$ cat src/core/rmpp_consts.svh
// Constants of the reading math post-processor: register offsets, field
// positions, reset values and timing counts.
// Assumes inclusion by bare name from the design module.
`ifndef RMPP_CONSTS_SVH
`define RMPP_CONSTS_SVH

// Register byte offsets on the AXI4-Lite slave.
`define RMPP_OFF_CTRL        8'h00
`define RMPP_OFF_OFFSET      8'h04
`define RMPP_OFF_DBREF       8'h08
`define RMPP_OFF_REFRES      8'h0C
`define RMPP_OFF_PNL_OFFSET  8'h10
`define RMPP_OFF_PNL_DBREF   8'h14
`define RMPP_OFF_STATUS      8'h18
`define RMPP_OFF_MIN         8'h1C
`define RMPP_OFF_MAX         8'h20
`define RMPP_OFF_AVG         8'h24
`define RMPP_OFF_COUNT       8'h28

// Control register field positions.
`define RMPP_CTRL_OP_LSB     0
`define RMPP_CTRL_EN_BIT     3
`define RMPP_CTRL_BEEP_BIT   4
`define RMPP_CTRL_FUNC_LSB   8

// Status register field positions.
`define RMPP_ST_EN_BIT       0
`define RMPP_ST_CONFLICT_BIT 1
`define RMPP_ST_BUSY_BIT     2
`define RMPP_ST_OFFSET_BIT   3
`define RMPP_ST_DBREF_BIT    4

// Reset value and write limits.
`define RMPP_REFRES_RST      32'h0000_0258
`define RMPP_DBREF_LIMIT     32'h0000_4E20
`define RMPP_OFFSET_LIMIT    32'h4786_8C00

// Fixed-point conversion constants (centi-dB).
`define RMPP_CDB_PER_OCT     22'h00012D
`define RMPP_DBM_OFFSET_CDB  32'hFFFF_DCD8

// Averaging divider steps, one per quotient bit.
`define RMPP_DIV_STEPS       6'h30

// AXI responses.
`define RMPP_RESP_OKAY       2'h0
`define RMPP_RESP_SLVERR     2'h2

`endif

$ cat src/core/rmpp_pkg.sv
// Types of the reading math post-processor: operations, functions, sequencer
// states and the packed state record of the datapath.
// Assumes the constants header is on the include path.
package rmpp_pkg;

  // Math operations; the code is the value of the control select field.
  typedef enum logic [2:0] {
    RMPP_OP_NULL,
    RMPP_OP_DB,
    RMPP_OP_DBM,
    RMPP_OP_AVG,
    RMPP_OP_LIMIT
  } rmpp_op_t;

  // Measurement functions; the code is the value of the control func field.
  typedef enum logic [3:0] {
    RMPP_F_DCV, RMPP_F_ACV, RMPP_F_DCI, RMPP_F_ACI, RMPP_F_OHM2, RMPP_F_OHM4,
    RMPP_F_FREQ, RMPP_F_PER, RMPP_F_CONT, RMPP_F_DIODE, RMPP_F_RATIO
  } rmpp_func_t;

  // Reading sequencer states.
  typedef enum logic [1:0] {RMPP_IDLE, RMPP_CALC, RMPP_DIV, RMPP_OUT} rmpp_fsm_t;

  // Whole state of the post-processor.
  typedef struct packed {
    logic               aw_full;
    logic [7:0]         awaddr;
    logic               w_full;
    logic [31:0]        wdata;
    logic [3:0]         wstrb;
    logic               bvalid;
    logic [1:0]         bresp;
    logic               rvalid;
    logic [31:0]        rdata;
    logic [1:0]         rresp;
    logic [2:0]         op;
    logic               en;
    logic               beep_en;
    logic [3:0]         func;
    logic signed [31:0] offset;
    logic               off_set;
    logic signed [31:0] dbref;
    logic               db_set;
    logic [31:0]        refres;
    logic               conflict;
    logic signed [31:0] vmin;
    logic signed [31:0] vmax;
    logic signed [31:0] avg;
    logic [31:0]        count;
    logic signed [47:0] sum;
    rmpp_fsm_t          fsm;
    logic signed [31:0] rdg;
    logic signed [31:0] result;
    logic [32:0]        rem;
    logic [47:0]        dvd;
    logic               avg_neg;
    logic [5:0]         steps;
    logic               extreme;
    logic               beep;
  } rmpp_state_t;

endpackage

$ cat src/core/rmpp_core.sv
// Reading math post-processor: applies the selected math operation other than limit to each
// reading from the measurement core, with an AXI4-Lite register slave.
// Assumes readings are signed microunits, one per handshake, on sys_clk_i.
//
// The AXI4-Lite register port and the register addresses are this design's own decisions.
`timescale 1ns/1ps
`include "rmpp_consts.svh"

module rmpp_core #(
  parameter logic [31:0] OFFSET_LIMIT = `RMPP_OFFSET_LIMIT  // Largest offset magnitude.
) (
  // Clock and reset.
  input  wire logic                sys_clk_i,
  input  wire logic                rst_i,
  // AXI4-Lite write channels.
  input  wire logic                s_axi_awvalid_i,
  output      logic                s_axi_awready_o,
  input  wire logic [7:0]          s_axi_awaddr_i,
  input  wire logic                s_axi_wvalid_i,
  output      logic                s_axi_wready_o,
  input  wire logic [31:0]         s_axi_wdata_i,
  input  wire logic [3:0]          s_axi_wstrb_i,
  output      logic                s_axi_bvalid_o,
  input  wire logic                s_axi_bready_i,
  output      logic [1:0]          s_axi_bresp_o,
  // AXI4-Lite read channels.
  input  wire logic                s_axi_arvalid_i,
  output      logic                s_axi_arready_o,
  input  wire logic [7:0]          s_axi_araddr_i,
  output      logic                s_axi_rvalid_o,
  input  wire logic                s_axi_rready_i,
  output      logic [31:0]         s_axi_rdata_o,
  output      logic [1:0]          s_axi_rresp_o,
  // Readings from the measurement core.
  input  wire logic                rdg_valid_i,
  output      logic                rdg_ready_o,
  input  wire logic signed [31:0]  rdg_data_i,
  // Processed results.
  output      logic                res_valid_o,
  input  wire logic                res_ready_i,
  output      logic signed [31:0]  res_data_o,
  // Indications.
  output      logic                extreme_o,
  output      logic                beep_o
);
  import rmpp_pkg::*;

  rmpp_pkg::rmpp_state_t s;       // Registered state.
  rmpp_pkg::rmpp_state_t n;       // Next state.
  logic                  wr_go;   // Both write halves held and no response pending.
  logic                  rd_go;   // Read address taken this cycle.

  // Tells whether an operation is allowed with a measurement function.
  function automatic logic rmpp_allowed(input logic [2:0] op, input logic [3:0] f);
    logic ok;
    ok = 1'b0;
    case (op)
      3'(RMPP_OP_NULL): ok = (f <= 4'(RMPP_F_PER));
      3'(RMPP_OP_AVG), 3'(RMPP_OP_LIMIT):
        ok = (f <= 4'(RMPP_F_PER)) || (f == 4'(RMPP_F_RATIO));
      3'(RMPP_OP_DB), 3'(RMPP_OP_DBM):
        ok = (f == 4'(RMPP_F_DCV)) || (f == 4'(RMPP_F_ACV));
      default: ok = 1'b0;
    endcase
    return ok;
  endfunction

  // Merges written bytes over an old value under the byte strobes.
  function automatic logic [31:0] rmpp_merge(input logic [31:0] old, input logic [31:0] nw,
                                             input logic [3:0] be);
    logic [31:0] m;
    m = old;
    for (int i = 0; i < 4; i++)
    begin
      if (be[i])
      begin
        m[8*i +: 8] = nw[8*i +: 8];
      end
    end
    return m;
  endfunction

  // Returns 1000 times log10 of a value, by a piecewise linear log2.
  function automatic logic signed [31:0] rmpp_cdb10(input logic [31:0] v);
    logic [4:0]  k;
    logic [31:0] sh;
    logic [12:0] lg;
    k  = 5'h00;
    for (int i = 0; i < 32; i++)
    begin
      if (v[i])
      begin
        k = 5'(i);
      end
    end
    sh = v << (5'h1F - k);
    lg = {k, sh[30:23]};
    return signed'(32'((22'(lg) * `RMPP_CDB_PER_OCT) >> 8));
  endfunction

  // Converts a reading to dBm in centi-dB against the reference resistance.
  function automatic logic signed [31:0] rmpp_dbm(input logic signed [31:0] r,
                                                  input logic [31:0] res);
    logic [31:0] mag;
    mag = r[31] ? 32'(-r) : 32'(r);
    return 32'(2 * rmpp_cdb10(mag) - rmpp_cdb10(res)
               + signed'(`RMPP_DBM_OFFSET_CDB));
  endfunction

  // Checks a signed value against a magnitude bound.
  function automatic logic rmpp_in_range(input logic signed [31:0] v,
                                         input logic [31:0] lim);
    return (v <= signed'(lim)) && (v >= -signed'(lim));
  endfunction

  // Handshake outputs and register-sourced data.
  assign s_axi_awready_o = !s.aw_full && !s.bvalid;
  assign s_axi_wready_o  = !s.w_full && !s.bvalid;
  assign s_axi_bvalid_o  = s.bvalid;
  assign s_axi_bresp_o   = s.bresp;
  assign s_axi_arready_o = !s.rvalid;
  assign s_axi_rvalid_o  = s.rvalid;
  assign s_axi_rdata_o   = s.rdata;
  assign s_axi_rresp_o   = s.rresp;
  assign rdg_ready_o     = (s.fsm == RMPP_IDLE);
  assign res_valid_o     = (s.fsm == RMPP_OUT);
  assign res_data_o      = s.result;
  assign extreme_o       = s.extreme;
  assign beep_o          = s.beep;
  assign wr_go           = s.aw_full && s.w_full && !s.bvalid;
  assign rd_go           = s_axi_arvalid_i && !s.rvalid;

  // Next-state logic: bus slave, configuration and the reading sequencer.
  always_comb
  begin
    logic [31:0]        v;
    logic [2:0]         nop;
    logic               nen;
    logic [3:0]         nfunc;
    logic signed [31:0] d;
    logic [32:0]        t;
    v     = 32'h0000_0000;
    nop   = 3'h0;
    nen   = 1'b0;
    nfunc = 4'h0;
    d     = 32'sh0000_0000;
    t     = 33'h0_0000_0000;
    n     = s;
    n.extreme = 1'b0;
    n.beep    = 1'b0;
    // Write address and data are latched independently, in either order.
    if (s_axi_awvalid_i && s_axi_awready_o)
    begin
      n.aw_full = 1'b1;
      n.awaddr  = s_axi_awaddr_i;
    end
    if (s_axi_wvalid_i && s_axi_wready_o)
    begin
      n.w_full = 1'b1;
      n.wdata  = s_axi_wdata_i;
      n.wstrb  = s_axi_wstrb_i;
    end
    if (s.bvalid && s_axi_bready_i)
    begin
      n.bvalid = 1'b0;
    end
    // A complete write updates the addressed register and raises the response.
    if (wr_go)
    begin
      n.aw_full = 1'b0;
      n.w_full  = 1'b0;
      n.bvalid  = 1'b1;
      n.bresp   = `RMPP_RESP_OKAY;
      case (s.awaddr)
        `RMPP_OFF_CTRL:
        begin
          v     = rmpp_merge({20'h00000, s.func, 3'h0, s.beep_en, s.en, s.op},
                             s.wdata, s.wstrb);
          nop   = v[`RMPP_CTRL_OP_LSB +: 3];
          nen   = v[`RMPP_CTRL_EN_BIT];
          nfunc = v[`RMPP_CTRL_FUNC_LSB +: 4];
          n.beep_en = v[`RMPP_CTRL_BEEP_BIT];
          n.op      = nop;
          n.func    = nfunc;
          if (nfunc != s.func)
          begin
            // A function change drops math and forgets both references.
            n.en      = 1'b0;
            n.offset  = 32'sh0000_0000;
            n.off_set = 1'b0;
            n.dbref   = 32'sh0000_0000;
            n.db_set  = 1'b0;
          end
          else if (nen && !rmpp_allowed(nop, s.func))
          begin
            n.en = 1'b0;
            if (s.en && rmpp_allowed(s.op, s.func))
            begin
              n.conflict = 1'b1;
            end
          end
          else
          begin
            n.en = nen;
            if (nen && nop == 3'(RMPP_OP_AVG) && !(s.en && s.op == 3'(RMPP_OP_AVG)))
            begin
              // Min-max starts from an empty history.
              n.vmin  = 32'sh0000_0000;
              n.vmax  = 32'sh0000_0000;
              n.avg   = 32'sh0000_0000;
              n.sum   = 48'sh0000_0000_0000;
              n.count = 32'h0000_0000;
            end
          end
        end
        `RMPP_OFF_OFFSET:
        begin
          v = rmpp_merge(s.offset, s.wdata, s.wstrb);
          // Remote offset is only stored while math is on and in bounds.
          if (s.en && rmpp_in_range(v, OFFSET_LIMIT))
          begin
            n.offset  = v;
            n.off_set = 1'b1;
          end
          else
          begin
            n.bresp = `RMPP_RESP_SLVERR;
          end
        end
        `RMPP_OFF_DBREF:
        begin
          v = rmpp_merge(s.dbref, s.wdata, s.wstrb);
          if (s.en && rmpp_in_range(v, `RMPP_DBREF_LIMIT))
          begin
            n.dbref  = v;
            n.db_set = 1'b1;
          end
          else
          begin
            n.bresp = `RMPP_RESP_SLVERR;
          end
        end
        `RMPP_OFF_REFRES:
        begin
          // The stored decibel reference is left as it is.
          n.refres = rmpp_merge(s.refres, s.wdata, s.wstrb);
        end
        `RMPP_OFF_PNL_OFFSET:
        begin
          v = rmpp_merge(s.offset, s.wdata, s.wstrb);
          if (rmpp_in_range(v, OFFSET_LIMIT))
          begin
            n.offset  = v;
            n.off_set = 1'b1;
            n.op      = 3'(RMPP_OP_NULL);
            n.en      = rmpp_allowed(3'(RMPP_OP_NULL), s.func);
          end
          else
          begin
            n.bresp = `RMPP_RESP_SLVERR;
          end
        end
        `RMPP_OFF_PNL_DBREF:
        begin
          v = rmpp_merge(s.dbref, s.wdata, s.wstrb);
          if (rmpp_in_range(v, `RMPP_DBREF_LIMIT))
          begin
            n.dbref  = v;
            n.db_set = 1'b1;
            n.op     = 3'(RMPP_OP_DB);
            n.en     = rmpp_allowed(3'(RMPP_OP_DB), s.func);
          end
          else
          begin
            n.bresp = `RMPP_RESP_SLVERR;
          end
        end
        `RMPP_OFF_STATUS:
        begin
          // Writing one clears the conflict flag.
          if (s.wstrb[0] && s.wdata[`RMPP_ST_CONFLICT_BIT])
          begin
            n.conflict = 1'b0;
          end
        end
        default:
        begin
          n.bresp = `RMPP_RESP_SLVERR;
        end
      endcase
    end
    // Reads are answered from the state one edge after the address is taken.
    if (s.rvalid && s_axi_rready_i)
    begin
      n.rvalid = 1'b0;
    end
    if (rd_go)
    begin
      n.rvalid = 1'b1;
      n.rresp  = `RMPP_RESP_OKAY;
      case (s_axi_araddr_i)
        `RMPP_OFF_CTRL:
          n.rdata = {20'h00000, s.func, 3'h0, s.beep_en, s.en, s.op};
        `RMPP_OFF_OFFSET, `RMPP_OFF_PNL_OFFSET: n.rdata = s.offset;
        `RMPP_OFF_DBREF, `RMPP_OFF_PNL_DBREF:   n.rdata = s.dbref;
        `RMPP_OFF_REFRES: n.rdata = s.refres;
        `RMPP_OFF_STATUS:
          n.rdata = {27'h0000000, s.db_set, s.off_set, (s.fsm != RMPP_IDLE), s.conflict, s.en};
        `RMPP_OFF_MIN:    n.rdata = s.vmin;
        `RMPP_OFF_MAX:    n.rdata = s.vmax;
        `RMPP_OFF_AVG:    n.rdata = s.avg;
        `RMPP_OFF_COUNT:  n.rdata = s.count;
        default:
        begin
          n.rdata = 32'h0000_0000;
          n.rresp = `RMPP_RESP_SLVERR;
        end
      endcase
    end
    // Reading sequencer: take, compute, optionally average, then hand over.
    unique case (s.fsm)
      RMPP_IDLE:
      begin
        if (rdg_valid_i)
        begin
          n.rdg = rdg_data_i;
          n.fsm = RMPP_CALC;
        end
      end
      RMPP_CALC:
      begin
        n.result = s.rdg;
        n.fsm    = RMPP_OUT;
        if (s.en)
        begin
          case (s.op)
            3'(RMPP_OP_NULL):
            begin
              d = s.off_set ? s.offset : s.rdg;
              // Capture only when nothing is held, so a write in this cycle wins.
              if (!n.off_set)
              begin
                n.offset  = s.rdg;
                n.off_set = 1'b1;
              end
              n.result  = 32'(s.rdg - d);
            end
            3'(RMPP_OP_DB):
            begin
              d = s.db_set ? s.dbref : rmpp_dbm(s.rdg, s.refres);
              // Capture only when nothing is held, so a write in this cycle wins.
              if (!n.db_set)
              begin
                n.dbref  = d;
                n.db_set = 1'b1;
              end
              n.result = 32'(rmpp_dbm(s.rdg, s.refres) - d);
            end
            3'(RMPP_OP_DBM):
              n.result = rmpp_dbm(s.rdg, s.refres);
            3'(RMPP_OP_AVG):
            begin
              if (s.count == 32'h0000_0000)
              begin
                n.vmin    = s.rdg;
                n.vmax    = s.rdg;
                n.extreme = 1'b1;
              end
              else
              begin
                if (s.rdg < s.vmin)
                begin
                  n.vmin    = s.rdg;
                  n.extreme = 1'b1;
                end
                if (s.rdg > s.vmax)
                begin
                  n.vmax    = s.rdg;
                  n.extreme = 1'b1;
                end
              end
              n.beep    = n.extreme && s.beep_en;
              n.count   = s.count + 32'h0000_0001;
              n.sum     = s.sum + 48'(s.rdg);
              n.avg_neg = n.sum[47];
              n.dvd     = n.sum[47] ? 48'(-n.sum) : 48'(n.sum);
              n.rem     = 33'h0_0000_0000;
              n.steps   = `RMPP_DIV_STEPS;
              n.fsm     = RMPP_DIV;
            end
            default: n.result = s.rdg;
          endcase
        end
      end
      RMPP_DIV:
      begin
        // Restoring division of the running sum by the count.
        t = {s.rem[31:0], s.dvd[47]};
        if (t >= {1'b0, s.count})
        begin
          n.rem = t - {1'b0, s.count};
          n.dvd = {s.dvd[46:0], 1'b1};
        end
        else
        begin
          n.rem = t;
          n.dvd = {s.dvd[46:0], 1'b0};
        end
        n.steps = s.steps - 6'h01;
        if (s.steps == 6'h01)
        begin
          n.avg = s.avg_neg ? 32'(-n.dvd[31:0]) : n.dvd[31:0];
          n.fsm = RMPP_OUT;
        end
      end
      RMPP_OUT:
      begin
        if (res_ready_i)
        begin
          n.fsm = RMPP_IDLE;
        end
      end
    endcase
    // A function change that meets a capture still forgets both references.
    if (n.func != s.func)
    begin
      n.offset  = 32'sh0000_0000;
      n.off_set = 1'b0;
      n.dbref   = 32'sh0000_0000;
      n.db_set  = 1'b0;
    end
  end

  // State register; reset stands for power-on or a remote reset.
  always_ff @(posedge sys_clk_i or posedge rst_i)
  begin
    if (rst_i)
    begin
      s        <= '0;
      s.op     <= 3'(RMPP_OP_NULL);
      s.refres <= `RMPP_REFRES_RST;
      s.fsm    <= RMPP_IDLE;
    end
    else
    begin
      s <= n;
    end
  end

  // Reading taken moves to compute next edge.
  rdg_take_a: assert property (@(posedge sys_clk_i) disable iff (rst_i)
    rdg_valid_i && rdg_ready_o |=> s.fsm == RMPP_CALC && s.rdg == $past(rdg_data_i))
    else $error("reading not taken");
  // Offered result holds until taken.
  res_hold_a: assert property (@(posedge sys_clk_i) disable iff (rst_i)
    res_valid_o && !res_ready_i |=> res_valid_o && $stable(res_data_o))
    else $error("result dropped before taken");
  // Active math is always a permitted pair.
  math_legal_a: assert property (@(posedge sys_clk_i) disable iff (rst_i)
    s.en |-> rmpp_allowed(s.op, s.func))
    else $error("illegal math active");
  // Function change turns math off and clears references.
  func_clear_a: assert property (@(posedge sys_clk_i) disable iff (rst_i)
    $changed(s.func) |-> !s.en && !s.off_set && !s.db_set && s.offset == 32'sh0000_0000)
    else $error("function change kept math state");
  // Conflict only raised out of active math.
  conflict_src_a: assert property (@(posedge sys_clk_i) disable iff (rst_i)
    $rose(s.conflict) |-> $past(s.en) && !s.en)
    else $error("conflict without active math");
  // Null result equals reading minus offset.
  null_calc_a: assert property (@(posedge sys_clk_i) disable iff (rst_i)
    s.fsm == RMPP_CALC && s.en && s.op == 3'(RMPP_OP_NULL)
    |=> s.result == 32'($past(s.rdg)
                        - ($past(s.off_set) ? $past(s.offset) : $past(s.rdg))))
    else $error("null result wrong");
  // First tracked reading loads both extremes.
  first_load_a: assert property (@(posedge sys_clk_i) disable iff (rst_i)
    s.fsm == RMPP_CALC && s.en && s.op == 3'(RMPP_OP_AVG) && s.count == 32'h0000_0000
    |=> s.vmin == $past(s.rdg) && s.vmax == $past(s.rdg) && extreme_o)
    else $error("first reading not loaded");
  // Extremes stay ordered while tracking.
  min_max_a: assert property (@(posedge sys_clk_i) disable iff (rst_i)
    s.count != 32'h0000_0000 |-> s.vmin <= s.vmax)
    else $error("minimum above maximum");
  // Beep follows an extreme only with the beeper on.
  beep_gate_a: assert property (@(posedge sys_clk_i) disable iff (rst_i)
    beep_o |-> extreme_o && $past(s.beep_en))
    else $error("beep without extreme");
  // Averaging finishes in a bounded time.
  div_done_a: assert property (@(posedge sys_clk_i) disable iff (rst_i)
    s.fsm == RMPP_CALC && s.en && s.op == 3'(RMPP_OP_AVG) |-> ##49 s.fsm == RMPP_OUT)
    else $error("average not finished");

endmodule  // rmpp_core

$ cat config.mk
export PLATFORM = sky130hd
export DESIGN_NAME = rmpp_core
export DESIGN_NICKNAME = d
export VERILOG_FILES = /design/src/core/rmpp_pkg.sv /design/src/core/rmpp_core.sv
export VERILOG_INCLUDE_DIRS = /design/src /design/src/core
export SDC_FILE = /design/constraint.sdc
export NUM_CORES = 2
export LEC_CHECK = 0
export BUFFER_PORTS_ARGS = -buffer_cell sky130_fd_sc_hd__clkbuf_2
export CAP_MARGIN = 25
export CORE_MARGIN = 2
export CORE_UTILIZATION = 55
export CTS_BUF_LIST = sky130_fd_sc_hd__clkbuf_4 sky130_fd_sc_hd__clkbuf_8
export DETAILED_ROUTE_END_ITERATION = 10
export HOLD_SLACK_MARGIN = 0.03
export PLACE_DENSITY = 0.72
export SYNTH_ARGS = -nofsm -noshare
export SYNTH_HDL_FRONTEND = slang
export SYNTH_SLANG_ARGS = --single-unit
$ cat constraint.sdc
create_clock -name sys_clk_i -period 39 [get_ports sys_clk_i]
set_input_delay 3.9 -clock sys_clk_i [delete_from_list [all_inputs] [get_ports sys_clk_i]]
set_output_delay 3.9 -clock sys_clk_i [all_outputs]
set_load 0.05 [all_outputs]
==> results.yml <==
synth:
  yosys-top-cells-area: "dfrtp_1 (29%), ha_1 (9.2%), o21ai_0 (4.6%), mux2i_1 (4.5%), nand2_1 (4.2%)"
  ys.flop_type: "dfrtp_1"
  synth_compound_area_share_pct: 24.25
  synthAdderAreaFrac_pct: 11.72
  muxShareOfSynthArea_pct: 7.792
  synth-simple-area-share_pct: 15.76
  synth_top_area_share_pct: 28.57
  synth_top_family_by_area: "compound AO/OA/AOI/OAI gates"
  async_flop_share_pct: 100.0
  synth_xor_xnor_area_share_pct: 5.106
  synth_top_area_cell: "dfrtp_1"
  synth_area_per_cell_um2: 8.523
  postSynthCellCount: 5313
  ys_seq_elements: 521
  yosysUniqueCellTypes: 115
  synth_edf_count: 0
  yosysSeqAreaShare_pct: 28.80
  synth_area_um2: 45280
  synth_warnings: 0
layout:
  final_common_cell: "dfrtp_1"
  final_cell_mix: "dfrtp_1 (515), nand2_1 (507), o21ai_0 (418)"
  final_cells: 6423
  final_layout_size_suffix_gt1_share_pct: 11.89
  finalInstanceArea_um2: 48620
  fin_nets: 5757
  area_growth_pct: 7.361
  fillers: 7431
run_status:
  violations: "DRC"
  status: "complete, but fails checks"
floorplanning:
  die_h_um: 290.9
  io_pins: 170
  initial_core_util_pct: 55.33
  core_area_um2: 81850
  std_cell_rows: 105
  die_x_um: 290.9
  dieArea_um2: 84650
clock_network:
  clkTransAtPathRegs_ns: 0.07
  postCtsHoldBufs: 0
  cts_buffers: 91
  cts_root_buf: "clkbuf_8"
  htreeDepth: 3
  cts_resized: 0
  cts_tree: "yes"
  postCtsSetupRepairBufs: 0
  numClockSinks: 521
  cts_buffer_depth: 3
  clk_latency_ns: 0.77
placed_design:
  dp_hpwl_mm: 118.2
  numPlacedInstances: 6249
  gp_congestion: 1.037
  placed_cell_area_um2: 46420
  io_buffers: 167
timing:
  tightest_slew_ns: 1.142
  rsz0062_at_grt: "no"
  setup_tns_ns: 0
  max_slew_margin_pct: 23.79
  skew_ns: 0.07534
  period_share_pct: 37.36
  maxSlewViolCount: 0
  setup_viol: 0
  hold_violations: 0
  fmax_ghz: 0.06864
  fin_crit_ns: 14.57
global_routing:
  grt_pass1_wl_mm: 239.7
  grt.total_usage_pct: 36.48
  grt_pass1_vias: 39820
  antenna_found_initial: 2
  grt.overflow.total: 0
  grt_max_degree: 109
worst_setup_path:
  arrival_ns: 15.23
  crit_required_ns: 39.66
  crit_path_top_delay_cell: "a21boi_4"
  cp-start-kind: "flip-flop"
  end_kind: "flip-flop"
  cp_max_fo: 26
  max_stage_delay_ns: 0.76
  reg2reg_slack_ns: 24.43
  critical_path_class: "reg2reg"
run:
  drv_cap: 0
route:
  via_per_inst: 6.612
  route.detailed.drc: 17
  wl_mm: 158.9
  firstDrtPassIters: 11
  drtAntennaViolNets: 0
  wl_per_cell_um: 24.74
  highest_layer: "met4"
  drt_first_iter_violations: 5318
  route.met2.wl_mm: 69.90
  met1_length_mm: 63.77
  met3WireLength_mm: 15.35
  vias: 42470
worst_hold_path:
  hp-class: "reg2reg"
-- flip-flops by register name, summed over array words and instances, names as in the netlist --
| signal | cells |
|---|---|
| s_axi_rresp_o | 1 |
| s_axi_bvalid_o | 1 |
| s_axi_rvalid_o | 1 |
| s_axi_rdata_o | 32 |
| s_axi_bresp_o | 1 |
| beep_o | 1 |
| res_data_o | 32 |
| s | 451 |
| extreme_o | 1 |
-- final timing paths --
check | start | to | cells after the start
max | s[125] | res_data_o[27] | 55
min | s[49] | s[50] | 2
max reg2reg | s[125] | res_data_o[27] | 55
min reg2reg | s[49] | s[50] | 2
max in group asynchronous | rst_i | s[379] | 4
min in group asynchronous | rst_i | s[187] | 2
-- routing by layer --
layer,vias up,global-route usage (%)
met4,0,19.93
li1,19380,-
met3,469,7.872
met1,20500,47.74
met2,2124,56.38
met5,-,0
-- worst max-delay path, delay by kind of cell (launching register included) --
kind                       cells  cell delay (ns)
AOI/OAI and AO/OA             26             7.10
xor gates and xnor gates       1             0.24
adders and majority gates      7             2.75
buffers and inverters          4             0.22
DFF                            1             0.66
muxes                          1             0.30
and+or+nand+nor               16             3.13
-- per-stage QoR --
stage	worst slack [ns]	util (%)	hold slack, ns
floorplan	20.55	-	0.4471
global placement	25.06	56.71	0.4666
detailed placement	24.76	56.71	0.4754
CTS	24.71	59.33	0.4788
global route	23.19	59.39	0.5081
finish	24.43	59.40	0.4886
-- area by class of cell --
cell class	count	area (um^2)	area share (%)
multi-input combinational	4090	29420	60.51
sequential	521	13050	26.83
clock buffer	129	1657	3.407
timing repair buffer	239	1409	2.898
tap	1070	1339	2.754
inverter	331	1252	2.576
clock inverter	40	488.0	1.004
antenna	3	7.507	0.01544
-- cell usage after synthesis (26+ instances only) --
master    instances
a211oi_1         93
a21o_1          112
a21oi_1         300
a222oi_1         65
a22o_1           72
a22oi_1          86
a31oi_1          34
and2_1           40
and3_1           43
buf_4            74
clkbuf_1        259
dfrtp_1         517
fa_1             57
ha_1            333
inv_1           323
mux2_2          130
mux2i_1         204
nand2_1         507
nand2b_1         46
nand3_1         155
nand4_1          45
nor2_1          284
nor2b_1          54
nor3_1           95
nor4_1           46
o211ai_1         26
o21a_1           47
o21ai_0         420
o21bai_1         36
o22ai_1          27
o31ai_1          43
or3_1            31
xnor2_1         154
xor2_1          110
-- kinds of logic (layout without fill, tap and decap cells) --
kind of cell | after synthesis | after routing
xor+xnor | 264 | 264
fa+ha+maj | 390 | 390
other cells | 1 | 5
compound gates | 1629 | 1629
buf+inv | 703 | 739
simple gates | 1469 | 1469
flops | 521 | 521
mux | 336 | 336
Power is not shown: default switching activity piles up to over one toggle a cycle in this logic, so the estimate is an artifact.
